==> src/eeprom_host_pkg.sv <==
// shared constants, types and byte builders for the two-wire eeprom host
package eeprom_host_pkg;

  // timing: scl runs at 400 khz, each bit split into four equal quarters
  localparam int CLK_PERIOD_NS = 5;
  localparam int SCL_PERIOD_NS = 2500;
  localparam int QTR_NS        = SCL_PERIOD_NS / 4;
  localparam int QTR_CYC       = (QTR_NS + CLK_PERIOD_NS - 1) / CLK_PERIOD_NS;
  localparam int QCNT_W        = $clog2(QTR_CYC);
  localparam logic [QCNT_W-1:0] QCNT_LAST = QCNT_W'(QTR_CYC - 1);

  // memory organisation
  localparam int PAGE_COUNT = 128;
  localparam int PAGE_BYTES = 16;
  localparam int ADDR_W     = $clog2(PAGE_COUNT * PAGE_BYTES);

  // device address byte and word address byte layout
  localparam logic [3:0] ID_ARRAY      = 4'ha;
  localparam logic [3:0] ID_SERIAL     = 4'hb;
  localparam logic [2:0] SERIAL_HI     = 3'h0;
  localparam logic [1:0] SERIAL_WA_TOP = 2'h2;
  localparam int         ID_LSB        = 4;
  localparam int         HI_LSB        = 1;
  localparam int         RW_POS        = 0;
  localparam int         WA_TOP_LSB    = 6;

  // byte framing and recovery
  localparam logic [3:0] BIT_LAST = 4'h7;
  localparam logic [3:0] REC_MAX  = 4'h9;

  typedef enum logic [1:0] {BOP_START, BOP_STOP, BOP_WRITE, BOP_READ} bitop_t;

  typedef enum logic [2:0] {
    CMD_ADDR, CMD_WORD, CMD_WRITE, CMD_READ, CMD_STOP, CMD_RECOVER
  } cmd_t;

  typedef enum {S_IDLE, S_WAIT_FREE, S_START, S_BITS, S_ACK, S_STOP, S_RECOV} state_t;

  function automatic logic [7:0] dev_addr_byte(input logic serial,
                                               input logic [2:0] hi,
                                               input logic rw);
    logic [7:0] b;
    b = 8'h00;
    b[ID_LSB +: 4] = serial ? ID_SERIAL : ID_ARRAY;
    b[HI_LSB +: 3] = serial ? SERIAL_HI : hi;
    b[RW_POS]      = rw;
    return b;
  endfunction

  function automatic logic [7:0] word_addr_byte(input logic serial, input logic [7:0] lo);
    logic [7:0] b;
    b = lo;
    if (serial) begin
      b[WA_TOP_LSB +: 2] = SERIAL_WA_TOP;
    end
    return b;
  endfunction

endpackage

==> src/twi_bit_if.sv <==
// bit-level request and answer between the byte sequencer and the bit engine
interface twi_bit_if;
  import eeprom_host_pkg::*;
  logic   req;
  bitop_t op;
  logic   wbit;
  logic   done;
  logic   rbit;
  modport seq    (output req, output op, output wbit, input done, input rbit);
  modport engine (input req, input op, input wbit, output done, output rbit);
endinterface

==> src/twi_bit_engine.sv <==
// bit engine: one start, stop, written bit or read bit per request, in four quarters
module twi_bit_engine (
  // clock and control
  input  wire logic clk,
  input  wire logic rst,
  input  wire logic ce,
  // bus pin
  input  wire logic sda_pin,
  // sequencer side
  twi_bit_if.engine bif,
  // pin drivers and synced level
  output logic      scl_o,
  output logic      sda_rel,
  output logic      sda_level
);
  import eeprom_host_pkg::*;

  logic              sda_s1_r;
  logic              sda_s2_r;
  logic              busy_r;
  bitop_t            op_r;
  logic              wbit_r;
  logic [QCNT_W-1:0] qcnt_r;
  logic [1:0]        phase_r;
  logic              scl_r;
  logic              rel_r;
  logic              done_r;
  logic              rbit_r;
  logic              scl_nxt;
  logic              rel_nxt;

  wire logic       accept  = !busy_r && bif.req;
  wire logic       qtr_end = busy_r && (qcnt_r == QCNT_LAST);
  wire logic       last    = qtr_end && (phase_r == 2'h3);
  wire logic       step    = accept || (qtr_end && (phase_r != 2'h3));
  wire bitop_t     op_n    = accept ? bif.op : op_r;
  wire logic [1:0] ph_n    = accept ? 2'h0 : 2'(phase_r + 2'h1);
  wire logic       b_n     = accept ? bif.wbit : wbit_r;

  // pin actions taken on entering each quarter
  always_comb begin
    scl_nxt = scl_r;
    rel_nxt = rel_r;
    if (step) begin
      case (op_n)
        BOP_START: begin
          if (ph_n == 2'h0) rel_nxt = 1'b1;
          if (ph_n == 2'h1) scl_nxt = 1'b1;
          if (ph_n == 2'h2) rel_nxt = 1'b0;
          if (ph_n == 2'h3) scl_nxt = 1'b0;
        end
        BOP_STOP: begin
          if (ph_n == 2'h0) begin
            scl_nxt = 1'b0;
            rel_nxt = 1'b0;
          end
          if (ph_n == 2'h1) scl_nxt = 1'b1;
          if (ph_n == 2'h2) rel_nxt = 1'b1;
        end
        BOP_WRITE: begin
          if (ph_n == 2'h0) rel_nxt = b_n;
          if (ph_n == 2'h1) scl_nxt = 1'b1;
          if (ph_n == 2'h3) scl_nxt = 1'b0;
        end
        default: begin
          if (ph_n == 2'h0) rel_nxt = 1'b1;
          if (ph_n == 2'h1) scl_nxt = 1'b1;
          if (ph_n == 2'h3) scl_nxt = 1'b0;
        end
      endcase
    end
    // a driven bit is let go once scl is low again, so the far end may answer
    if (last && op_r == BOP_WRITE) rel_nxt = 1'b1;
  end

  always_ff @(posedge clk) begin
    if (rst) begin
      sda_s1_r <= 1'b1;
      sda_s2_r <= 1'b1;
      busy_r   <= 1'b0;
      op_r     <= BOP_READ;
      wbit_r   <= 1'b1;
      qcnt_r   <= '0;
      phase_r  <= 2'h0;
      scl_r    <= 1'b1;
      rel_r    <= 1'b1;
      done_r   <= 1'b0;
      rbit_r   <= 1'b1;
    end else if (ce) begin
      sda_s1_r <= sda_pin;
      sda_s2_r <= sda_s1_r;
      scl_r    <= scl_nxt;
      rel_r    <= rel_nxt;
      done_r   <= last;
      if (accept) begin
        busy_r  <= 1'b1;
        op_r    <= bif.op;
        wbit_r  <= bif.wbit;
        qcnt_r  <= '0;
        phase_r <= 2'h0;
      end else if (busy_r) begin
        qcnt_r <= qtr_end ? '0 : QCNT_W'(qcnt_r + 1'b1);
        if (qtr_end) phase_r <= 2'(phase_r + 2'h1);
        if (last) busy_r <= 1'b0;
      end
      // sample after scl has stood high two full quarters
      if (qtr_end && phase_r == 2'h2) rbit_r <= sda_s2_r;
    end
  end

  assign scl_o     = scl_r;
  assign sda_rel   = rel_r;
  assign sda_level = sda_s2_r;
  assign bif.done  = done_r;
  assign bif.rbit  = rbit_r;
endmodule

==> src/eeprom_host.sv <==
// two-wire host controller that addresses, writes and reads a serial eeprom
module eeprom_host (
  // clock, reset and freeze
  input  wire logic                       CLK_SYS,
  input  wire logic                       RST,
  input  wire logic                       CE,
  // command port
  input  wire logic                       CMD_VALID,
  output logic                            CMD_READY,
  input  wire eeprom_host_pkg::cmd_t      CMD_OP,
  input  wire logic                       CMD_SERIAL,
  input  wire logic                       CMD_RW,
  input  wire logic [eeprom_host_pkg::ADDR_W-1:0] CMD_ADDR,
  input  wire logic [7:0]                 CMD_DATA,
  input  wire logic                       CMD_LAST,
  // answer port
  output logic                            RSP_VALID,
  output logic [7:0]                      RSP_DATA,
  output logic                            RSP_ACK,
  output logic                            BUS_ACTIVE,
  // two-wire pins
  output logic                            SCL_O,
  input  wire logic                       SDA_I,
  output logic                            SDA_O,
  output logic                            SDA_OE_N
);
  import eeprom_host_pkg::*;

  twi_bit_if bif ();

  logic       scl_w;
  logic       rel_w;
  logic       sda_level;

  state_t     state_r,   state_nxt;
  logic       wait_r,    wait_nxt;
  logic       req_r,     req_nxt;
  bitop_t     op_r,      op_nxt;
  logic       wbit_r,    wbit_nxt;
  logic [7:0] shreg_r,   shreg_nxt;
  logic [3:0] bit_cnt_r, bit_cnt_nxt;
  logic [3:0] rec_cnt_r, rec_cnt_nxt;
  logic       reading_r, reading_nxt;
  logic       nack_r,    nack_nxt;
  logic       is_addr_r, is_addr_nxt;
  logic       rec_r,     rec_nxt;
  logic       xfer_r,    xfer_nxt;
  logic       ready_r,   ready_nxt;
  logic       rsp_v_r,   rsp_v_nxt;
  logic [7:0] rsp_d_r,   rsp_d_nxt;
  logic       rsp_a_r,   rsp_a_nxt;

  twi_bit_engine u_engine (
    .clk       (CLK_SYS),
    .rst       (RST),
    .ce        (CE),
    .sda_pin   (SDA_I),
    .bif       (bif),
    .scl_o     (scl_w),
    .sda_rel   (rel_w),
    .sda_level (sda_level)
  );

  assign bif.req  = req_r;
  assign bif.op   = op_r;
  assign bif.wbit = wbit_r;

  wire logic       accept   = ready_r && CMD_VALID;
  wire logic       bit_done = wait_r && bif.done;
  wire logic       bus_free = sda_level && scl_w;
  wire logic [7:0] dev_byte = dev_addr_byte(CMD_SERIAL, CMD_ADDR[ADDR_W-1:8], CMD_RW);
  wire logic [7:0] wa_byte  = word_addr_byte(CMD_SERIAL, CMD_ADDR[7:0]);
  wire logic [7:0] sh_in    = {shreg_r[6:0], bif.rbit};
  wire logic [3:0] bit_inc  = 4'(bit_cnt_r + 4'h1);
  wire logic [3:0] rec_inc  = 4'(rec_cnt_r + 4'h1);

  always_comb begin
    state_nxt   = state_r;
    wait_nxt    = wait_r;
    req_nxt     = 1'b0;
    op_nxt      = op_r;
    wbit_nxt    = wbit_r;
    shreg_nxt   = shreg_r;
    bit_cnt_nxt = bit_cnt_r;
    rec_cnt_nxt = rec_cnt_r;
    reading_nxt = reading_r;
    nack_nxt    = nack_r;
    is_addr_nxt = is_addr_r;
    rec_nxt     = rec_r;
    xfer_nxt    = xfer_r;
    ready_nxt   = ready_r;
    rsp_v_nxt   = 1'b0;
    rsp_d_nxt   = rsp_d_r;
    rsp_a_nxt   = rsp_a_r;
    case (state_r)
      S_IDLE: begin
        if (accept) begin
          ready_nxt   = 1'b0;
          bit_cnt_nxt = 4'h0;
          reading_nxt = 1'b0;
          is_addr_nxt = 1'b0;
          rec_nxt     = 1'b0;
          nack_nxt    = CMD_LAST;
          case (CMD_OP)
            eeprom_host_pkg::CMD_ADDR: begin
              shreg_nxt   = dev_byte;
              is_addr_nxt = 1'b1;
              // inside a transfer this becomes a repeated start
              state_nxt   = xfer_r ? S_START : S_WAIT_FREE;
            end
            CMD_WORD: begin
              shreg_nxt = wa_byte;
              state_nxt = S_BITS;
            end
            CMD_WRITE: begin
              shreg_nxt = CMD_DATA;
              state_nxt = S_BITS;
            end
            CMD_READ: begin
              reading_nxt = 1'b1;
              state_nxt   = S_BITS;
            end
            CMD_STOP: state_nxt = S_STOP;
            default: begin
              rec_cnt_nxt = 4'h0;
              state_nxt   = S_RECOV;
            end
          endcase
        end
      end
      S_WAIT_FREE: begin
        // a fresh start goes out only on an idle bus
        if (bus_free) state_nxt = S_START;
      end
      S_START: begin
        if (!wait_r) begin
          req_nxt  = 1'b1;
          op_nxt   = BOP_START;
          wait_nxt = 1'b1;
        end else if (bit_done) begin
          wait_nxt  = 1'b0;
          xfer_nxt  = 1'b1;
          state_nxt = rec_r ? S_STOP : S_BITS;
        end
      end
      S_BITS: begin
        if (!wait_r) begin
          req_nxt  = 1'b1;
          op_nxt   = reading_r ? BOP_READ : BOP_WRITE;
          wbit_nxt = shreg_r[7];
          wait_nxt = 1'b1;
        end else if (bit_done) begin
          wait_nxt    = 1'b0;
          shreg_nxt   = sh_in;
          bit_cnt_nxt = bit_inc;
          if (bit_cnt_r == BIT_LAST) state_nxt = S_ACK;
        end
      end
      S_ACK: begin
        if (!wait_r) begin
          req_nxt  = 1'b1;
          op_nxt   = reading_r ? BOP_WRITE : BOP_READ;
          wbit_nxt = nack_r;
          wait_nxt = 1'b1;
        end else if (bit_done) begin
          wait_nxt  = 1'b0;
          rsp_v_nxt = 1'b1;
          rsp_d_nxt = shreg_r;
          // a nack on the address byte also covers a busy write cycle
          rsp_a_nxt = reading_r ? !nack_r : !bif.rbit;
          ready_nxt = 1'b1;
          state_nxt = S_IDLE;
        end
      end
      S_STOP: begin
        if (!wait_r) begin
          req_nxt  = 1'b1;
          op_nxt   = BOP_STOP;
          wait_nxt = 1'b1;
        end else if (bit_done) begin
          wait_nxt  = 1'b0;
          xfer_nxt  = 1'b0;
          rsp_v_nxt = 1'b1;
          rsp_a_nxt = 1'b1;
          ready_nxt = 1'b1;
          state_nxt = S_IDLE;
        end
      end
      S_RECOV: begin
        if (!wait_r) begin
          req_nxt  = 1'b1;
          op_nxt   = BOP_READ;
          wait_nxt = 1'b1;
        end else if (bit_done) begin
          wait_nxt    = 1'b0;
          rec_cnt_nxt = rec_inc;
          if (bif.rbit) begin
            rec_nxt   = 1'b1;
            state_nxt = S_START;
          end else if (rec_inc == REC_MAX) begin
            // still held low: only a power cycle of the device helps now
            xfer_nxt  = 1'b0;
            rsp_v_nxt = 1'b1;
            rsp_a_nxt = 1'b0;
            ready_nxt = 1'b1;
            state_nxt = S_IDLE;
          end
        end
      end
      default: begin
        state_nxt = S_IDLE;
        ready_nxt = 1'b1;
        wait_nxt  = 1'b0;
      end
    endcase
  end

  always_ff @(posedge CLK_SYS) begin
    if (RST) begin
      state_r   <= S_IDLE;
      wait_r    <= 1'b0;
      req_r     <= 1'b0;
      op_r      <= BOP_READ;
      wbit_r    <= 1'b1;
      shreg_r   <= 8'h00;
      bit_cnt_r <= 4'h0;
      rec_cnt_r <= 4'h0;
      reading_r <= 1'b0;
      nack_r    <= 1'b0;
      is_addr_r <= 1'b0;
      rec_r     <= 1'b0;
      xfer_r    <= 1'b0;
      ready_r   <= 1'b1;
      rsp_v_r   <= 1'b0;
      rsp_d_r   <= 8'h00;
      rsp_a_r   <= 1'b0;
    end else if (CE) begin
      state_r   <= state_nxt;
      wait_r    <= wait_nxt;
      req_r     <= req_nxt;
      op_r      <= op_nxt;
      wbit_r    <= wbit_nxt;
      shreg_r   <= shreg_nxt;
      bit_cnt_r <= bit_cnt_nxt;
      rec_cnt_r <= rec_cnt_nxt;
      reading_r <= reading_nxt;
      nack_r    <= nack_nxt;
      is_addr_r <= is_addr_nxt;
      rec_r     <= rec_nxt;
      xfer_r    <= xfer_nxt;
      ready_r   <= ready_nxt;
      rsp_v_r   <= rsp_v_nxt;
      rsp_d_r   <= rsp_d_nxt;
      rsp_a_r   <= rsp_a_nxt;
    end
  end

  assign CMD_READY  = ready_r;
  assign RSP_VALID  = rsp_v_r;
  assign RSP_DATA   = rsp_d_r;
  assign RSP_ACK    = rsp_a_r;
  assign BUS_ACTIVE = xfer_r;
  assign SCL_O      = scl_w;
  // open drain: low is driven, high is only ever released
  assign SDA_O      = rel_w;
  assign SDA_OE_N   = rel_w;
endmodule

==> config.mk <==
export PLATFORM = sky130hd
export DESIGN_NAME = eeprom_host
export DESIGN_NICKNAME = d
export VERILOG_FILES = /design/src/eeprom_host_pkg.sv /design/src/twi_bit_if.sv /design/src/twi_bit_engine.sv /design/src/eeprom_host.sv
export SDC_FILE = /design/constraint.sdc
export NUM_CORES = 1
export LEC_CHECK = 0
export BUFFER_PORTS_ARGS = -buffer_cell sky130_fd_sc_hd__buf_2
export CAP_MARGIN = 20
export CELL_PAD_IN_SITES_DETAIL_PLACEMENT = 0
export CELL_PAD_IN_SITES_GLOBAL_PLACEMENT = 2
export CORE_UTILIZATION = 31
export DETAILED_ROUTE_END_ITERATION = 8
export GPL_ROUTABILITY_DRIVEN = 1
export PLACE_DENSITY_LB_ADDON = 0.1
export RECOVER_POWER = 25
export SYNTH_ARGS = -nofsm -noshare
export SYNTH_HDL_FRONTEND = slang
export SYNTH_SLANG_ARGS = --single-unit
export TNS_END_PERCENT = 10
==> constraint.sdc <==
create_clock -name CLK_SYS -period 1.84 [get_ports CLK_SYS]
set_clock_uncertainty 0.05 [all_clocks]
set_input_delay 0.184 -clock CLK_SYS [delete_from_list [all_inputs] [get_ports CLK_SYS]]
set_output_delay 0.184 -clock CLK_SYS [all_outputs]
set_load 0.005 [all_outputs]
## Yosys cells after proc, flatten, opt, wreduce, memory -nomap -nowiden

Index checks and enable logic that the tools add are counted.
Widths: inputs -> output; s select.

- Bits of input ports: 30
- Flip-flop bits (word level): 87

- Mux-type cells: 105
- Reductions and logical operators: 51
- Equal/unequal tests: 51
- Bitwise operators: 2
- Add/sub/neg operators: 4

Operator list:

| operator | number |
|---|---|
| $mux 32 | 13 |
| $pmux 32 s6 | 1 |
| $eq 32x3->1 const B | 3 |
| $eq 32x2->1 const B | 2 |
| $mux 1 | 50 |
| $ne 2x2->1 const B | 22 |
| $eq 32x1->1 const B | 1 |
| $logic_not 32->1 | 1 |
| $mux 4 | 7 |
| $mux 2 | 12 |
| $mux 8 | 3 |
| $pmux 8 s3 | 1 |
| $mux 7 | 3 |
| $reduce_and 10->1 | 2 |
| $reduce_and 6->1 | 3 |
| $pmux 4 s2 | 2 |
| $pmux 8 s2 | 1 |
| $reduce_and 4->1 | 4 |
| $reduce_and 13->1 | 1 |
| $eq 2x2->1 const B | 6 |
| $reduce_bool 2->1 | 6 |
| $pmux 2 s5 | 1 |
| $reduce_or 5->1 | 2 |
| $logic_and 1x1->1 | 9 |
| 33 further kinds | 57 |

## Longest topological paths before layout

Gate-level depths: netlist (run 1).

- Depth after elaboration: 9
- Gate-level depth with buffers: 7
- Depth with buffers taken out: 7

## Hierarchy

Synthesis (run 1) repeated with hierarchy kept, for this count alone.

- Cells, all modules: 421
- Area total of the unflattened synthesis: 3437.0 um^2

By module, submodules not included:

| module | area an instance (um^2) | times used | cells an instance | sequential area each (um^2) |
|---|---|---|---|---|
| eeprom_host | 2252.2 | 1 | 286 | 780.7 |
| twi_bit_engine | 1184.9 | 1 | 135 | 380.4 |

## Worst setup path before layout (run 1)

Ideal clock, no wire load.

- Path type: register to register
- Start: register rec_cnt_r[0]
- End: register rsp_a_r, in the netlist RSP_ACK
- Buffers on the path: 0
- Clock period less this slack: 1.777 ns
- Data arrival time: 1.605 ns
- Slack: 0.063 ns
- Cell stages (with the launch flop): 7
- Cells stage by stage: dfxtp_1 -> ha_1 -> nand2_1 -> or4_4 -> o21ai_2 -> o211ai_2 -> mux2_4

- Cells in the longest elaborated chain, start to end: 4

Ends and longest elaborated chain:

| item | line | RTL |
|---|---|---|
| from (decl) | eeprom_host.sv:42 | `logic [3:0] rec_cnt_r, rec_cnt_nxt;` |
| from (signal assigned) | eeprom_host.sv:245 | `rec_cnt_r <= rec_cnt_nxt;` |
| $add 4x1->4 | eeprom_host.sv:75 | `wire logic [3:0] rec_inc = 4'(rec_cnt_r + 4'h1);` |
| $eq 4x4->1 | eeprom_host.sv:200 | `end else if (rec_inc == REC_MAX) begin` |
| $ne 2x2->1 (no source line) | - |  |
| $reduce_and 10->1 (no source line) | - |  |
| to (signal assigned) | eeprom_host.sv:254 | `rsp_a_r <= rsp_a_nxt;` |
| to (decl) | eeprom_host.sv:51 | `logic rsp_a_r, rsp_a_nxt;` |

Every way passes these cells.
A chain may end at the register's enable or synchronous reset.

## Worst setup path after layout (run 1)

- Start: register rec_cnt_r[0]
- End: register state_r[2]

- Cells in the longest elaborated chain, start to end: 4

Ends and longest elaborated chain:

| item | line | RTL |
|---|---|---|
| $add 4x1->4 | eeprom_host.sv:75 |  |
| $eq 4x4->1 | eeprom_host.sv:200 |  |
| $ne 3x2->1 (no source line) | - |  |
| $reduce_and 13->1 (no source line) | - |  |
| to (signal assigned) | eeprom_host.sv:238 | `state_r <= state_nxt;` |
| to (decl) | eeprom_host.sv:35 | `state_t state_r, state_nxt;` |

Every way passes these cells.

==> flow_metrics.py, run 1 <==
metrics = {
    "outcome": {
        "status": "finished, final reports clean",
    },
    "finish": {
        "layout_commonest_cell": "dfxtp_1",
        "nFillCells": 1104,
        "layout_common_cells": "dfxtp_1, nor2_1, buf_2, nand2_1",
        "instances_no_fill": 614,
        "design_area_mm2": 0.00413,
        "nNetsFinal": 510,
        "insertedDiodeCount": 0,
        "drive_gt1_frac": 0.238,
        "syn2layout_area_growth_pct": 26.3,
    },
    "synth": {
        "ys_warn_count": 0,
        "syn_area_per_cell_um2": 8.09,
        "yosysTopAreaCellShare": 0.355,
        "synth.cell_area_mm2": 0.00327,
        "synth.area.mux_share": 0.0540,
        "synth_top_family_by_area": "simple AND/OR/NAND/NOR gates",
        "syn_inst": 404,
        "synthArstFlopShare": 0,
        "synth_top_area_cell": "dfxtp_1",
        "ys_top_cells_by_area": "dfxtp_1, nor2_1, a21oi_1",
        "synth_edf_count": 0,
        "synth_adder_area_share": 0.0268,
        "synth.distinct_cells": 67,
        "yosys.area_share.simple": 0.260,
        "synth_xor_area_frac": 0.0241,
        "ys_seq_elements": 58,
        "yosysSeqAreaShare": 0.355,
        "synth_nets": 441,
        "synth-compound-area-share": 0.234,
        "synthFlopType": "dfxtp_1",
    },
    "power_and_ir_drop": {
        "power_frac_clock": 0.416,
        "ir_drop_mv": 0.445,
        "pwr-share-comb": 0.201,
        "power_w": 0.00362,
        "powerDensity_mw_per_mm2": 877,
        "power.leakage_nw": 1.66,
        "power_frac_seq": 0.383,
        "p_int_w": 0.00262,
        "switching_share": 0.276,
        "power_switching_w": 0.00100,
    },
    "global_route": {
        "busiest_layer": "met2",
        "use_met3": 0.0299,
        "antenna_found_initial": 0,
        "grt_remaining_overflow": 0,
        "track_usage": 0.178,
        "grt_max_degree": 20,
        "grt_pass1_vias": 3012,
        "grt_pass1_wl_um": 15500,
        "met1_usage": 0.235,
        "gr-usage-met2": 0.282,
    },
    "critical_path": {
        "worstPathMaxFanout": 6,
        "crit_type": "reg -> reg",
        "r2r_cells": 7,
        "r2r-start": "rec_cnt_r[0]",
        "crit_path_start_kind": "register",
        "cp_slowest_cell": "dfxtp_4",
        "worstPathCellList": "inv_1 -> ha_2 -> nand2_1 -> or3_1 -> o211a_1 -> nor2_1 -> mux2_2",
        "crit_path_end_kind": "register",
        "cp_data_arrival_time_ps": 1950,
        "crit_start": "rec_cnt_r[0]",
        "cpPeakStageDelay_ps": 370,
        "cp.required_ps": 2030,
    },
    "sta": {
        "min_period_over_period": 0.961,
        "setup_viol": 0,
        "tightest_slew_ps": 563,
        "hold_viol": 0,
        "min_period_ps": 1770,
        "worst_slew_margin_rel": 0.624,
        "slew_viol_final": 0,
        "rsz0062_at_grt": "true",
        "max_freq_ghz": 0.565,
    },
    "floorplan": {
        "ios": 45,
        "die-area_mm2": 0.0110,
        "rows": 37,
        "fp.dieW_um": 105,
        "start_util": 0.318,
        "core_area_mm2": 0.0103,
        "die_y_um": 105,
    },
    "min_path": {
        "holdCritPathClass": "in -> reg",
        "hold_start": "SDA_I",
        "min_path_cells": 3,
    },
    "cts": {
        "cts_htree_levels": 3,
        "cts.sinks": 58,
        "cts.clk_slew.worst_paths_ps": 70,
        "clkLatencyLatePin_ps": 340,
        "clk_path_buf_depth": 2,
        "cts_tree": "built",
        "cts-root-buf": "clkbuf_8",
        "cts_inserted_buffers": 9,
    },
    "drt": {
        "avgViaCountPerCell": 5.17,
        "ant_nets": 0,
        "first_pass_iters": 4,
        "wirelength_um": 9300,
        "vias": 3176,
        "drcViolationCount": 0,
        "drtIter0Drc": 180,
        "routedWlPerCell_um": 15.1,
    },
    "placement": {
        "port-buffer-count": 44,
        "gp_routability_congestion": 0.775,
        "placed_area_mm2": 0.00385,
        "dp_cells": 598,
        "dp_hpwl_um": 6960,
    },
    "flow_run": {
        "max_cap_violations": 0,
    },
}
[cells in the mapped netlist, types with 3 or more instances]
library cell	count
buf_2	8
o211ai_1	14
nor3_1	6
clkbuf_1	9
nand4b_1	3
inv_1	16
xnor2_1	3
nand4_1	4
a32oi_1	4
nand3_1	8
a21oi_1	33
nor2b_1	9
mux2i_1	15
o21ai_0	22
and2_1	3
nand2_1	39
and3_1	5
ha_1	7
xor2_1	6
a211oi_1	3
a22oi_1	4
nand3b_1	5
nand2b_1	7
dfxtp_1	58
or3_1	5
a31oi_1	5
nor2_1	54
[cell type report]
type                            instances  area (um2)  area share
Clock inverter                          5         100      0.0242
Tap cell                              136         170      0.0412
Timing Repair Buffer                   78         495       0.120
Inverter                               16        60.1      0.0145
Clock buffer                           11         151      0.0367
Sequential cell                        58        1170       0.283
Multi-Input combinational cell        310        1980       0.481
[what timing repair did]
| item | 4_1_cts | 5_1_grt |
|---|---|---|
| hold buffers | 0 | 0 |
| pin swaps | 0 | 2 |
| setup endpoints to repair | 2 | 12 |
| setup buffers | 0 | 0 |
| gates resized for setup | 2 | 8 |
[kinds of logic (layout without fill, tap and decap cells)]
logic type	count (synthesis)	count (layout)
AOI/OAI and AO/OA	114	114
and+or+nand+nor	163	163
xor gates and xnor gates	9	9
buffers and inverters	36	110
muxes	17	17
adders and majority gates	7	7
DFF	58	58
[per-layer routing]
metal / up-vias / part of all wire / routed length (um)
li1: 1594 / - / -
met1: 1485 / 0.48 / 4500
met2: 84 / 0.46 / 4260
met3: 13 / 0.037 / 343
met4: 0 / 0.021 / 197
met5: - / 0 / 0
[path summary, 6_finish.rpt]
kind                       endpoint  slack (ps)
setup / recovery         state_r[2]          70
hold / removal    u_engine.sda_s1_r          10
setup reg to reg         state_r[2]          70
hold reg to reg   u_engine.sda_s1_r         430
[state kept, by name, indices dropped and copies added (netlist names), 2 cells and up]
signal	count
u_engine.phase_r	2
u_engine.op_r	2
RSP_DATA	8
u_engine.qcnt_r	7
rec_cnt_r	4
state_r	3
bif.op	2
shreg_r	8
bit_cnt_r	4
[stage by stage]
step                setup WS, ps   util  hold WS [ps]  setup TNS (ps)
floorplan                   63.3      -           262               0
global placement            25.9  0.374           363               0
detailed placement         -22.9  0.374           367           -32.7
CTS                         27.4  0.399         0.356               0
global route               -24.3  0.402          17.0           -30.9
finish                      71.6  0.402          13.2               0
[power groups by stage]
stage / logic, W / clock network [W] / registers, W
after floorplan: 0.000452 / 0 / 0.00139
after global placement: 0.000725 / 0 / 0.00142
after detailed placement: 0.000718 / 0 / 0.00142
after CTS: 0.000722 / 0.00155 / 0.00139
after global routing: 0.000804 / 0.00160 / 0.00140
final: 0.000727 / 0.00151 / 0.00139
[worst max-delay path, delay by kind of cell (launching register included)]
family	cells	cell delay (ps)
AOI/OAI and AO/OA	1	180
muxes	1	340
and+or+nand+nor	3	480
adders and majority gates	1	180
DFF	1	370
buffers and inverters	1	60
Power figures use the tool's default switching activity.
==> inputs of run 2 (changes only) <==
Settings changed: SYNTH_HIERARCHICAL set to 1.
==> run 2 against run 1 <==
Effect of this change: sequential cell count did not move; first-iteration DRC count fell by 14%; design area decreased by 0.30%; area after synthesis grew 5.2%; final cell count rose by 1.1%; non-clock buffer count fell by 4; worst hold slack improved by 29 ps; via count hardly changed; critical path depth decreased by 1; critical path type unchanged; clock power is 14% lower; combinational power up 65%; global-route usage down 0.64 points; highest routed layer unchanged.
==> flow_metrics.py, run 2 <==
metrics = {
    "cts": {
        "cts_tree": "built",
        "cts.clk_slew.worst_paths_ps": 60,
        "cts_htree_levels": 3,
        "cts-root-buf": "clkbuf_8",
        "clk_path_buf_depth": 2,
        "cts_inserted_buffers": 9,
        "cts_setup_buffers": 0,
        "cts.sinks": 58,
        "clkLatencyLatePin_ps": 350,
    },
    "synth": {
        "syn_area_per_cell_um2": 8.16,
        "ys_seq_elements": 58,
        "ys_warn_count": 6,
        "synth_nets": 458,
        "synth.distinct_cells": 67,
        "ys_top_cells_by_area": "dfxtp_1, a21oi_1, nor2_1",
        "synth_edf_count": 0,
        "synth.cell_area_mm2": 0.00344,
        "synth_common_cells": "dfxtp_1, nor2_1, a21oi_1, nand2_1, nand3_1",
        "yosysSeqAreaShare": 0.338,
        "synthArstFlopShare": 0,
        "syn_inst": 421,
        "synth_top_area_cell": "dfxtp_1",
        "yosysMostFrequentCell": "dfxtp_1",
        "yosysTopAreaCellShare": 0.338,
        "synthFlopType": "dfxtp_1",
    },
    "power_and_ir_drop": {
        "power.leakage_nw": 1.60,
        "ir_drop_mv": 0.341,
        "power_w": 0.00406,
        "powerDensity_mw_per_mm2": 985,
    },
    "global_route": {
        "grt_remaining_overflow": 0,
        "antenna_found_initial": 0,
        "track_usage": 0.172,
        "grt_max_degree": 25,
        "grt_pass1_wl_um": 15000,
        "grt_pass1_vias": 2960,
    },
    "critical_path": {
        "cpPeakStageDelay_ps": 510,
        "cp_data_arrival_time_ps": 1970,
        "r2r_end": "RSP_VALID",
        "crit_path_end_kind": "register",
        "crit_start": "rec_cnt_r[0]",
        "crit_family": "simple AND/OR/NAND/NOR gates",
        "cp_num_buf_inv": 1,
        "worstPathCellList": "ha_1 -> or4b_4 -> a21oi_2 -> buf_4 -> a311oi_1 -> nor2_1",
        "worstPathMaxFanout": 7,
        "crit_type": "reg -> reg",
        "crit_end": "RSP_VALID",
        "r2r-start": "rec_cnt_r[0]",
        "cp_slowest_cell": "or4b_4",
        "rrSetupSlack_ps": 110,
        "cp.required_ps": 2080,
        "r2r_cells": 6,
        "crit_path_start_kind": "register",
        "cp.depth": 6,
    },
    "drt": {
        "routedWlPerCell_um": 15.0,
        "drtIter0Drc": 154,
        "first_pass_iters": 4,
        "wirelength_um": 9310,
        "ant_nets": 0,
        "vias": 3175,
        "drcViolationCount": 0,
        "avgViaCountPerCell": 5.11,
    },
    "sta": {
        "holdWs_ps": 42.3,
        "min_period_over_period": 0.941,
        "slew_viol_final": 0,
        "rsz0062_at_grt": "true",
        "max_freq_ghz": 0.577,
        "worst_slew_margin_rel": 0.665,
        "setup_viol": 0,
        "min_period_ps": 1730,
        "hold_viol": 0,
        "tightest_slew_ps": 498,
    },
    "placement": {
        "dp_hpwl_um": 6970,
        "dp_cells": 604,
        "port-buffer-count": 44,
        "gp_routability_congestion": 0.761,
    },
    "floorplan": {
        "die-area_mm2": 0.0115,
        "start_util": 0.317,
        "core_area_mm2": 0.0108,
        "fp.dieW_um": 107,
        "rows": 38,
        "die_y_um": 107,
        "ios": 45,
    },
    "finish": {
        "insertedDiodeCount": 0,
        "syn2layout_area_growth_pct": 19.7,
        "nNetsFinal": 513,
        "instances_no_fill": 621,
        "layout_commonest_cell": "dfxtp_1",
        "drive_gt1_frac": 0.227,
        "layout_common_cells": "dfxtp_1, nor2_1, a21oi_1, buf_2, nand2_1",
        "nFillCells": 1188,
    },
    "min_path": {
        "min_path_cells": 3,
        "holdCritPathClass": "in -> reg",
    },
    "outcome": {
        "status": "finished, final reports clean",
    },
    "flow_run": {
        "max_cap_violations": 0,
    },
}
==> run 2: cell type report <==
class / instances / area [um2] / share of cell area
clock inverters: 1 / 30.0 / 0.00730
well taps: 140 / 175 / 0.0426
inverters: 15 / 56.3 / 0.0137
clock buffers: 15 / 186 / 0.0453
flip-flops and latches: 58 / 1160 / 0.282
multi-input cells: 318 / 2060 / 0.502
repair buffers: 74 / 440 / 0.107
==> run 2: through the flow <==
step | setup TNS [ps] | util | setup slack, ps | area, um2
finish | 0 | 0.380 | 108 | 4120
global route | -18.0 | 0.380 | -18.0 | 4120
CTS | 0 | 0.379 | 41.6 | 4100
detailed placement | 0 | 0.358 | 72.4 | 3880
global placement | 0 | 0.358 | 68.0 | 3880
floorplan | 0 | - | 87.1 | 3440
==> run 2: power by group <==
part | leakage (nW) | internal (W) | switching [W]
sequential | 0.470 | 0.00138 | 0.000185
combinational | 1.02 | 0.000553 | 0.000646
clock | 0.110 | 0.000775 | 0.000521
total | 1.60 | 0.00270 | 0.00135
==> run 2: logic make-up (layout without fill, tap and decap cells) <==
family	after synthesis	in the layout	share of synthesized area
multiplexers	8	8	0.0233
adder cells (fa/ha/maj)	7	7	0.0255
AO/OA/AOI/OAI	122	122	0.251
AND/OR/NAND/NOR	173	173	0.275
XOR/XNOR	8	8	0.0204
buffers and inverters	45	105	0.0666
flip-flops	58	58	0.338
==> run 2: repair_timing <==
item	4_1_cts	5_1_grt
endpoints found under the setup margin	0	7
hold endpoints to repair	1	0
gates resized for setup	0	5
hold buffers	1	0
==> run 2: metal layers <==
| metal | global-route usage | share of wire | up-vias |
|---|---|---|---|
| li1 | - | - | 1637 |
| met1 | 0.225 | 0.49 | 1465 |
| met2 | 0.271 | 0.44 | 58 |
| met3 | 0.0254 | 0.041 | 15 |
| met4 | 0.0949 | 0.025 | 0 |
| met5 | 0 | 0 | - |
==> run 2: worst min-delay path by stage <==
stage,start,end,slack (ps)
final,CMD_LAST,nack_r,40
after global routing,CMD_LAST,nack_r,70
after CTS,CMD_LAST,nack_r,20
after detailed placement,SDA_I,u_engine/sda_s1_r,350
after global placement,SDA_I,u_engine/sda_s1_r,340
after floorplan,SDA_I,u_engine/sda_s1_r,260
==> run 2: tightest hold or removal path, delay by kind of cell <==
kind | cells | cell delay, ps
and+or+nand+nor | 1 | 70
muxes | 1 | 60
buffers and inverters | 1 | 80
